<file path="src/hdl/sac_pkg.sv">
package sac_pkg;
  // ==========================================================
  // Register map, byte addresses on the APB bus
  localparam logic [7:0] OFS_CTRL_A = 8'h00;
  localparam logic [7:0] OFS_CTRL_B = 8'h04;
  localparam logic [7:0] OFS_CHREF = 8'h08;
  localparam logic [7:0] OFS_RES_LO = 8'h0c;
  localparam logic [7:0] OFS_RES_HI = 8'h10;
  // ==========================================================
  // control_status_a fields
  localparam int CA_EN = 7;
  localparam int CA_START = 6;
  localparam int CA_AUTO = 5;
  localparam int CA_FLAG = 4;
  localparam int CA_IE = 3;
  localparam int CA_DIV_HI = 2;
  // channel_reference_reg fields
  localparam int CR_REF_HI = 7;
  localparam int CR_REF_LO = 6;
  localparam int CR_LADJ = 5;
  localparam int CR_SEL_HI = 4;
  // ==========================================================
  // Conversion lengths in converter half-clock periods
  localparam logic [5:0] HT_NORMAL = 6'd31;
  localparam logic [5:0] HT_FIRST = 6'd50;
  localparam logic [5:0] HT_AUTO = 6'd32;
  // Trigger selection code that picks the own complete flag
  localparam logic [3:0] TSEL_FREE = 4'h0;
  localparam logic [7:0] RESET_BYTE = 8'h00;
  // ==========================================================
  typedef struct packed {
    logic psel;
    logic penable;
    logic pwrite;
    logic [7:0] paddr;
    logic [31:0] pwdata;
  } sac_apb_req_s;
  typedef enum logic {ST_IDLE, ST_CONV} sac_state_e;
endpackage : sac_pkg

</file>
<file path="src/hdl/sac_top.sv">
// The implementer's own choices: the APB interface to the registers and the placing of the registers.
`timescale 1ns/1ps
// Behaviour
// - 10-bit result split, right or left adjusted
// - low byte read locks result updates
// - high byte read unlocks result updates
// - complete flag set even for discarded results
// - start bit begins conversion, cleared when done except in free running
// - channel change waits for running conversion
// - auto trigger uses selected trigger source
// - trigger rising edge resets prescaler, starts
// - held-high trigger needs a fresh edge
// - trigger edges during conversion are ignored
// - source flags set regardless of enables
// - own complete flag as trigger: free running
// - free running ignores complete flag clearing
// - start bit works with auto trigger enabled
// - start bit reads one during any conversion
// - reference always applies; converter needs enable
// - input select picks pins, ground, bandgap
// - normal 15.5 cycles, first 25 cycles
// - completion writes unlocked result, flag, clears start unless free running
// - prescaler runs when enabled, else held reset
// - selections buffered, frozen during conversion
module sac_top #(
  parameter int TRIG_N = 16,
  parameter int DATA_W = 10
) (
  // Clock and reset
  input wire logic i_clk,
  input wire logic i_resetn,
  // APB slave
  input wire sac_pkg::sac_apb_req_s i_apb,
  output logic [31:0] o_prdata,
  output logic o_pready,
  output logic o_pslverr,
  // Analog front end
  input wire logic [DATA_W-1:0] i_sar_data,
  input wire logic [TRIG_N-1:0] i_trig,
  output logic o_analog_en,
  output logic o_sample,
  output logic [4:0] o_input_sel,
  output logic [1:0] o_ref_sel,
  // Status
  output logic o_busy,
  output logic o_complete_irq
);
  import sac_pkg::*;

  // ==========================================================
  // Registers
  sac_state_e st_q;
  logic en_q, auto_q, flag_q, ie_q, ladj_q, lock_q, first_q, trig_conv_q;
  logic [2:0] div_q;
  logic [3:0] tsel_q;
  logic [4:0] sel_sw_q;
  logic [1:0] ref_sw_q;
  logic [5:0] presc_q, cnt_q;
  logic [DATA_W-1:0] res_q, sar_m_q, sar_s_q;
  logic [TRIG_N-1:0] trig_m_q, trig_s_q;
  logic trig_prev_q;

  // ==========================================================
  // APB decode; access phase is answered one cycle late so that
  // read data can come straight from a flop
  wire acc = i_apb.psel && i_apb.penable;
  wire done_acc = acc && o_pready;
  wire wr = done_acc && i_apb.pwrite;
  wire rd = done_acc && !i_apb.pwrite;
  wire hit_a = i_apb.paddr == OFS_CTRL_A;
  wire hit_b = i_apb.paddr == OFS_CTRL_B;
  wire hit_cr = i_apb.paddr == OFS_CHREF;
  wire hit_lo = i_apb.paddr == OFS_RES_LO;
  wire hit_hi = i_apb.paddr == OFS_RES_HI;
  wire mapped = hit_a || hit_b || hit_cr || hit_lo || hit_hi;
  wire [7:0] wd = i_apb.pwdata[7:0];
  wire wr_a = wr && hit_a;

  // ==========================================================
  // Prescaler: half-period of the converter clock in i_clk cycles
  wire [5:0] mask = (div_q <= 3'd1) ? 6'h00 : 6'((7'h01 << (div_q - 3'd1)) - 7'h01);
  wire tick = en_q && ((presc_q & mask) == mask);

  // Trigger edge detection on the synchronised selected source
  wire trig_lvl = (tsel_q == TSEL_FREE) ? flag_q : trig_s_q[tsel_q];
  wire trig_edge = trig_lvl && !trig_prev_q;
  wire busy = st_q == ST_CONV;
  wire sw_start = wr_a && wd[CA_START] && en_q;
  wire trig_start = en_q && auto_q && !busy && trig_edge && !sw_start;
  wire start = !busy && (sw_start || trig_start);
  wire [5:0] len = first_q ? HT_FIRST : (trig_conv_q ? HT_AUTO : HT_NORMAL);
  wire done = busy && tick && (cnt_q == len - 6'd1);
  wire free_run = auto_q && (tsel_q == TSEL_FREE);
  wire restart = done && free_run;
  wire flag_clr = wr_a && wd[CA_FLAG];

  // Result formatting follows left_adjust at read time
  wire [7:0] res_lo = ladj_q ? {res_q[1:0], 6'h00} : res_q[7:0];
  wire [7:0] res_hi = ladj_q ? res_q[9:2] : {6'h00, res_q[9:8]};
  wire [7:0] rd_a = {en_q, busy, auto_q, flag_q, ie_q, div_q};
  wire [7:0] rd_cr = {ref_sw_q, ladj_q, sel_sw_q};
  wire [7:0] rd_byte = hit_a ? rd_a : hit_b ? {4'h0, tsel_q} : hit_cr ? rd_cr :
                       hit_lo ? res_lo : hit_hi ? res_hi : RESET_BYTE;

  // ==========================================================
  // Input synchronisers: first stage only feeds the second
  always_ff @(posedge i_clk)
  begin
    if (!i_resetn)
    begin
      trig_m_q <= '0;
      trig_s_q <= '0;
      sar_m_q <= '0;
      sar_s_q <= '0;
    end
    else
    begin
      trig_m_q <= i_trig;
      trig_s_q <= trig_m_q;
      sar_m_q <= i_sar_data;
      sar_s_q <= sar_m_q;
    end
  end

  // Bus answer flops
  always_ff @(posedge i_clk)
  begin
    if (!i_resetn)
    begin
      o_pready <= 1'b0;
      o_prdata <= '0;
      o_pslverr <= 1'b0;
    end
    else
    begin
      o_pready <= acc && !o_pready;
      o_prdata <= {24'h000000, rd_byte};
      o_pslverr <= acc && !o_pready && !mapped;
    end
  end

  // Software-written configuration
  always_ff @(posedge i_clk)
  begin
    if (!i_resetn)
    begin
      {en_q, auto_q, ie_q, ladj_q} <= '0;
      div_q <= '0;
      tsel_q <= '0;
      sel_sw_q <= '0;
      ref_sw_q <= '0;
    end
    else
    begin
      if (wr_a)
      begin
        en_q <= wd[CA_EN];
        auto_q <= wd[CA_AUTO];
        ie_q <= wd[CA_IE];
        div_q <= wd[CA_DIV_HI:0];
      end
      if (wr && hit_b)
        tsel_q <= wd[3:0];
      if (wr && hit_cr)
      begin
        ref_sw_q <= wd[CR_REF_HI:CR_REF_LO];
        ladj_q <= wd[CR_LADJ];
        sel_sw_q <= wd[CR_SEL_HI:0];
      end
    end
  end

  // Prescaler held at zero while disabled, restarted by a trigger
  always_ff @(posedge i_clk)
  begin
    if (!i_resetn || !en_q || trig_start)
      presc_q <= '0;
    else
      presc_q <= presc_q + 6'd1;
  end

  // Conversion sequencer
  always_ff @(posedge i_clk)
  begin
    if (!i_resetn || !en_q)
    begin
      st_q <= ST_IDLE;
      cnt_q <= '0;
      trig_conv_q <= 1'b0;
    end
    else
    begin
      case (st_q)
        ST_IDLE:
        begin
          cnt_q <= '0;
          if (start)
          begin
            st_q <= ST_CONV;
            trig_conv_q <= trig_start;
          end
        end
        ST_CONV:
        begin
          if (done)
          begin
            cnt_q <= '0;
            trig_conv_q <= 1'b0;
            if (!restart)
              st_q <= ST_IDLE;
          end
          else if (tick)
            cnt_q <= cnt_q + 6'd1;
        end
        default: st_q <= ST_IDLE;
      endcase
    end
  end

  // Flag, lock, result and first-conversion tracking.
  // The set of the flag beats a simultaneous software clear.
  always_ff @(posedge i_clk)
  begin
    if (!i_resetn)
    begin
      flag_q <= 1'b0;
      lock_q <= 1'b0;
      first_q <= 1'b1;
      res_q <= '0;
      trig_prev_q <= 1'b0;
    end
    else
    begin
      trig_prev_q <= trig_lvl;
      if (done)
        flag_q <= 1'b1;
      else if (flag_clr)
        flag_q <= 1'b0;
      if (rd && hit_hi)
        lock_q <= 1'b0;
      else if (rd && hit_lo)
        lock_q <= 1'b1;
      if (done && !lock_q)
        res_q <= sar_s_q;
      if (!en_q)
        first_q <= 1'b1;
      else if (done)
        first_q <= 1'b0;
    end
  end

  // Analog-facing outputs; selection buffer follows software while idle
  always_ff @(posedge i_clk)
  begin
    if (!i_resetn)
    begin
      o_input_sel <= '0;
      o_ref_sel <= '0;
      o_analog_en <= 1'b0;
      o_sample <= 1'b0;
      o_busy <= 1'b0;
      o_complete_irq <= 1'b0;
    end
    else
    begin
      // Reference follows software while idle even when disabled, frozen mid-conversion
      if (!busy || done)
      begin
        o_ref_sel <= ref_sw_q;
        o_input_sel <= sel_sw_q;
      end
      o_analog_en <= en_q;
      o_sample <= start || restart;
      o_busy <= start || (busy && !(done && !restart));
      o_complete_irq <= (flag_q || done) && ie_q;
    end
  end
endmodule : sac_top

</file>
<file path="config.mk">
export PLATFORM = sky130hd
export DESIGN_NAME = sac_top
export DESIGN_NICKNAME = d
export VERILOG_FILES = /design/src/hdl/sac_pkg.sv /design/src/hdl/sac_top.sv
export SDC_FILE = /design/constraint.sdc
export NUM_CORES = 1
export LEC_CHECK = 0
export ABC_CLOCK_PERIOD_IN_PS = 3000
export BUFFER_PORTS_ARGS = -buffer_cell sky130_fd_sc_hd__clkbuf_2
export CORE_ASPECT_RATIO = 0.6
export CORE_UTILIZATION = 54
export CTS_BUF_LIST = sky130_fd_sc_hd__clkbuf_2 sky130_fd_sc_hd__clkbuf_4 sky130_fd_sc_hd__clkbuf_8
export CTS_CLUSTER_SIZE = 8
export DETAILED_ROUTE_END_ITERATION = 10
export GPL_TIMING_DRIVEN = 0
export PLACE_DENSITY = 0.81
export SKIP_CTS_REPAIR_TIMING = 1
export SLEW_MARGIN = 10
export SYNTH_ARGS = -nofsm -noshare
export SYNTH_HDL_FRONTEND = slang
export SYNTH_SLANG_ARGS = --single-unit
</file>
<file path="constraint.sdc">
create_clock -name i_clk -period 3 [get_ports i_clk]
set_input_delay 0.15 -clock i_clk [delete_from_list [all_inputs] [get_ports i_clk]]
set_output_delay 0.15 -clock i_clk [all_outputs]
set_load 0.03 [all_outputs]
</file>
== After elaboration in Yosys (flattened, before gate mapping) ==
Cells that the tools add are included.

* Logic and storage cells: 133
* Input bits: 71
* Register bits: 143

* Bitwise operators: 3
* Magnitude comparators: 2
* Shift operators: 1
* Reduce and logical (&&, ||, !) cells: 57
* Mux-type cells: 25
* Add/subtract/negate cells: 5
* Equal/unequal tests: 9

{| class="wikitable"
|+ Operators with widths
! kind !! number
|-
| $mux 8 || 7
|-
| $mux 6 || 5
|-
| $logic_and 1x1->1 || 29
|-
| $eq 8x4->1 const B || 2
|-
| $add 6x1->6 const B || 2
|-
| $eq 6x6->1 || 2
|-
| $pmux 6 s2 || 1
|-
| $sub 6x1->6 const B || 2
|-
| $logic_not 1->1 || 11
|-
| $logic_or 1x1->1 || 11
|-
| $mux 1 || 9
|-
| $eq 8x3->1 const B || 1
|-
| $eq 8x5->1 const B || 1
|-
| $logic_not 8->1 || 1
|-
| $and 6x6->6 || 1
|-
| $shl 1x3->6 const A || 1
|-
| $lt 4x5->1 const B || 1
|-
| $bmux 1 s4 || 1
|-
| $logic_not 4->1 || 1
|-
| $pmux 1 s2 || 2
|-
| $reduce_and 2->1 || 2
|-
| $le 3x1->1 const B || 1
|-
| $ne 3x1->1 const B || 1
|-
| $sub 3x1->3 const B || 1
|-
| other kinds (5) || 6
|}

== Longest topological paths before layout ==
* Depth in word-level cells: 15
* Depth in mapped cells: 9

== Worst setup path before layout ==
No wires, ideal clock.

* Path type: register to register
* Start point: register div_q[0]
* End point: register o_complete_irq
* Setup time: 0.116 ns
* Cell stages (with the launch flop): 10
* Slack: 0.664 ns
* Clock period less this slack: 2.336 ns
* Buffers on the path: 1
* Data arrival time: 2.220 ns
* Cells stage by stage: dfxtp_1 -> nor2b_1 -> nand2b_1 -> ha_1 -> o21a_1 -> a31o_2 -> a21oi_1 -> buf_2 -> nor3_1 -> o211a_1

* Longest elaborated chain between the ends: 11

{| class="wikitable"
|+ Ends and longest elaborated chain
! what !! RTL line !! text
|-
| start: declaration || sac_top.sv:54 || <nowiki>logic [2:0] div_q;</nowiki>
|-
| start signal: assignment || sac_top.sv:160 || <nowiki>div_q <= wd[CA_DIV_HI:0];</nowiki>
|-
| $sub 3x1->3 || sac_top.sv:81 || <nowiki>wire [5:0] mask = (div_q <= 3'd1) ? 6'h00 : 6'((7'h01 << (div_q - 3'd1)) - 7'h01);</nowiki>
|-
| $shl 1x3->6 || sac_top.sv:81 ||
|-
| $sub 6x1->6 || sac_top.sv:81 ||
|-
| $mux 6 * || sac_top.sv:81 ||
|-
| $and 6x6->6 || sac_top.sv:82 || <nowiki>wire tick = en_q && ((presc_q & mask) == mask);</nowiki>
|-
| $eq 6x6->1 * || sac_top.sv:82 ||
|-
| $logic_and 1x1->1 * || sac_top.sv:82 ||
|-
| $logic_and 1x1->1 * (2 in series) || sac_top.sv:92 || <nowiki>wire done = busy && tick && (cnt_q == len - 6'd1);</nowiki>
|-
| $logic_or 1x1->1 * || sac_top.sv:275 || <nowiki>o_complete_irq <= (flag_q || done) && ie_q;</nowiki>
|-
| $logic_and 1x1->1 * || sac_top.sv:275 ||
|-
| end signal: assignment || sac_top.sv:275 ||
|-
| end: declaration || sac_top.sv:46 || <nowiki>output logic o_complete_irq</nowiki>
|}

Mark *: on every way between the ends. The rest lies on a longest branch, timed or not.
A chain may end at the register's enable or synchronous reset.

== Final worst setup path ==
* Start point: register div_q[0]
* End point: register res_q[6]

* Longest elaborated chain between the ends: 10

{| class="wikitable"
|+ Ends and longest elaborated chain
! what !! RTL line !! text
|-
| $sub 3x1->3 || sac_top.sv:81 ||
|-
| $shl 1x3->6 || sac_top.sv:81 ||
|-
| $sub 6x1->6 || sac_top.sv:81 ||
|-
| $mux 6 * || sac_top.sv:81 ||
|-
| $and 6x6->6 || sac_top.sv:82 ||
|-
| $eq 6x6->1 * || sac_top.sv:82 ||
|-
| $logic_and 1x1->1 * || sac_top.sv:82 ||
|-
| $logic_and 1x1->1 * (2 in series) || sac_top.sv:92 ||
|-
| $logic_and 1x1->1 * || sac_top.sv:243 || <nowiki>if (done && !lock_q)</nowiki>
|-
| end signal: assignment || sac_top.sv:244 || <nowiki>res_q <= sar_s_q;</nowiki>
|-
| end: declaration || sac_top.sv:59 || <nowiki>logic [DATA_W-1:0] res_q, sar_m_q, sar_s_q;</nowiki>
|}

Marks and branches as above.

==> impl_metrics.tcl <==
set metrics [dict create \
    dr.pass1.iters 5 \
    cts_sinks 117 \
    drc_errors 0 \
    detail_route.vias_per_cell 5.45 \
    globalplace.congestion 0.939 \
    leading_cell_types_in_the_layout_fill_and_taps_excluded "117 x sky130_fd_sc_hd__dfxtp_1, 71 x sky130_fd_sc_hd__nand2_1, 66 x sky130_fd_sc_hd__clkbuf_2, 52 x sky130_fd_sc_hd__and2_1, 35 x sky130_fd_sc_hd__dlygate4sd3_1" \
    dp.cells 706 \
    die_area_um2 9170 \
    die_x_um 123 \
    cp_max_fo 10 \
    globalRoute.totalOverflow 0 \
    grt_setup_unrepaired "false" \
    worst-slew-pin-transition_ns 0.867 \
    final_layout_size_suffix_gt1_frac 0.223 \
    dp_hpwl_um 8530 \
    coreArea_um2 8520 \
    place.port_buffers 66 \
    holdCritPathClass "input port to flip-flop" \
    synth_compound_gate_area_share 0.110 \
    synth_sequential_area_ratio 0.494 \
    setup_slack_ns 0.185 \
    cap_violations 0 \
    fin_setup_tns_ns 0 \
    holdWs_ns 0.129 \
    clock_tree_skew_after_final_layout_ns 0.00834 \
    netlist-cell-type-count 57 \
    route.vias.total 4201 \
    final_nets 723 \
    mostFrequentLayoutCell "sky130_fd_sc_hd__dfxtp_1" \
    adder_and_majority_cell_fraction_of_the_synthesized_area 0.00792 \
    mean_routed_wirelength_per_cell_um 15.7 \
    antenna_cells 0 \
    pre_cts_ws_ns 0.0427 \
    max-slew-margin-rel 0.417 \
    core.rowCount 26 \
    ioPinCount 116 \
    async_set_reset_flop_share_out_of_synthesis 0 \
    finalCriticalPeriod_ns 2.81 \
    timing.critical_path.required_ns 3.36 \
    synth_top_family_by_area "simple AND/OR/NAND/NOR gates" \
    arrival_ns 3.18 \
    crit_path_max_cell_delay_ns 0.47 \
    power_density_nw_per_um2 566 \
    cts_root_buf "sky130_fd_sc_hd__clkbuf_8" \
    totalWireLength_um 12100 \
    path_buf_inv 2 \
    max_freq_ghz 0.355 \
    instances_no_fill 771 \
    tritoncts "yes" \
    syn-mean-instance-area_um2 9.39 \
    dr.first_iter.drc_count 425 \
    worst_ir_drop_vdd_mv 0.339 \
    power_uw 3460 \
    grt_max_degree 17 \
    chipHeight_um 74.6 \
    wire_length_of_the_first_global_routing_pass_um 18000 \
    yosys.area_share.xor_xnor 0.00739 \
    areaGrowthSynthToFinish_pct 29.0 \
    postSynthRegisterBits 117 \
    worstSetupEndpointType "flip-flop" \
    critical_path.slowest_cell "sky130_fd_sc_hd__dfxtp_1" \
    worstSetupStartpointType "flip-flop" \
    timing.critical_path.cells "nor2b_1, nand2b_1, ha_1, nor3b_1, o22ai_1, nand4_1, buf_4, nor4_2, buf_2, mux2i_1" \
    number_of_global_route_vias_before_repair 3706 \
    crit_path_start "div_q[0]" \
    clkLatencyLatePin_ns 0.44 \
    final.period_utilization 0.938 \
    worst_path_dominant_cell_family "simple AND/OR/NAND/NOR gates" \
    synth-edff-count 0 \
    grt.total_usage 0.272 \
    initial_core_utilization 0.556 \
    clk_pin_slew_worst_paths_ns 0.07 \
    number_of_antenna_violations_at_the_first_check_in_global_routing 0 \
    path_class "flip-flop to flip-flop" \
    setup-violations-final 0 \
    yosys_warnings 0 \
    rr_startpoint "div_q[0]" \
    htreeDepth 4 \
    cts_inserted_buffers 17 \
    yosys.area_share.simple 0.239 \
    synth_ff_type "sky130_fd_sc_hd__dfxtp_1" \
    run_status "finished clean" \
    count_of_nets_left_with_antenna_violations_after_detail_routing 0 \
    hold_path_startpoint "i_apb[40]" \
    count_of_mapped_cells_out_of_synthesis 505 \
    final-max-slew-violation-count 0 \
    hold_viol_final 0 \
    muxShareOfSynthArea 0.0715 \
    post_synthesis_instance_area_um2 4740 \
    clk_path_buf_depth 2 \
    power.leakage_uw 0.00247 \
]
routing by layer:
| metal | global-route usage | share of wire | vias up |
|---|---|---|---|
| li1 | - | - | 1996 |
| met1 | 0.359 | 0.43 | 1939 |
| met2 | 0.412 | 0.45 | 241 |
| met3 | 0.0959 | 0.11 | 25 |
| met4 | 0.106 | 0.015 | 0 |
| met5 | 0 | 0 | - |
flip-flops by register name, indices dropped and copies added, names as in the netlist, 6 cells and up:
signal / count
cnt_q: 6
o_prdata: 8
presc_q: 6
res_q: 10
sar_m_q: 10
sar_s_q: 10
trig_m_q: 15
trig_s_q: 15
worst reg2reg max path, delay by kind of cell, from the launching register on:
kind / cells / cell delay (ns)
AND/OR/NAND/NOR: 5 / 1.05
multiplexers: 1 / 0.22
adder cells (fa/ha/maj): 1 / 0.28
AO/OA/AOI/OAI: 1 / 0.18
buffers and inverters: 2 / 0.55
flip-flops: 1 / 0.47
worst paths after layout:
kind / slack, ns / cells after the start / end
worst max-delay path: 0.19 / 10 / res_q[6]
worst min-delay path: 0.13 / 3 / lock_q
worst max register to register: 0.19 / 10 / res_q[6]
worst min register to register: 0.43 / 1 / trig_s_q[14]
through the flow:
step	instance area, um2	util
2_1_floorplan	4830	-
3_3_place_gp	5300	0.622
3_5_place_dp	5300	0.622
4_1_cts	5750	0.675
5_1_grt	6120	0.718
6_report	6120	0.718
layout make-up:
class	instances	area [um2]
buffer	50	295
clock buffer	20	275
clock inverter	9	176
fill	638	2410
inverter	9	33.8
multi-input combinational	352	2170
sequential	117	2340
tap	112	140
timing repair buffer	102	688
power by group:
group          leakage (uW)  switching (uW)  internal [uW]  total [uW]
Sequential         0.000953            8.23           1590        1590
Clock              0.000227             615           1040        1650
Combinational       0.00129             113           99.2         212
Total               0.00247             737           2720        3460
synthesized netlist by cell type, drive strengths merged (6+ instances only):
| library cell | number | share of area |
|---|---|---|
| dfxtp | 117 | 0.49 |
| nand2 | 71 | 0.056 |
| and2 | 52 | 0.069 |
| buf | 33 | 0.049 |
| a21oi | 32 | 0.034 |
| mux2i | 26 | 0.055 |
| nand3 | 19 | 0.020 |
| clkbuf | 17 | 0.013 |
| nor2 | 17 | 0.013 |
| nor3 | 12 | 0.015 |
| inv | 9 | 0.0071 |
| o21ai | 7 | 0.0074 |
| or4 | 7 | 0.012 |
| nor2b | 6 | 0.0079 |
| o31ai | 6 | 0.0095 |
logic make-up after synthesis:
logic type,Yosys count
AOI/OAI and AO/OA,78
muxes,31
DFF,117
xor gates and xnor gates,4
adders and majority gates,3
other,1
buffers and inverters,59
and+or+nand+nor,212
No activity file was read; power rests on OpenSTA's default activity.
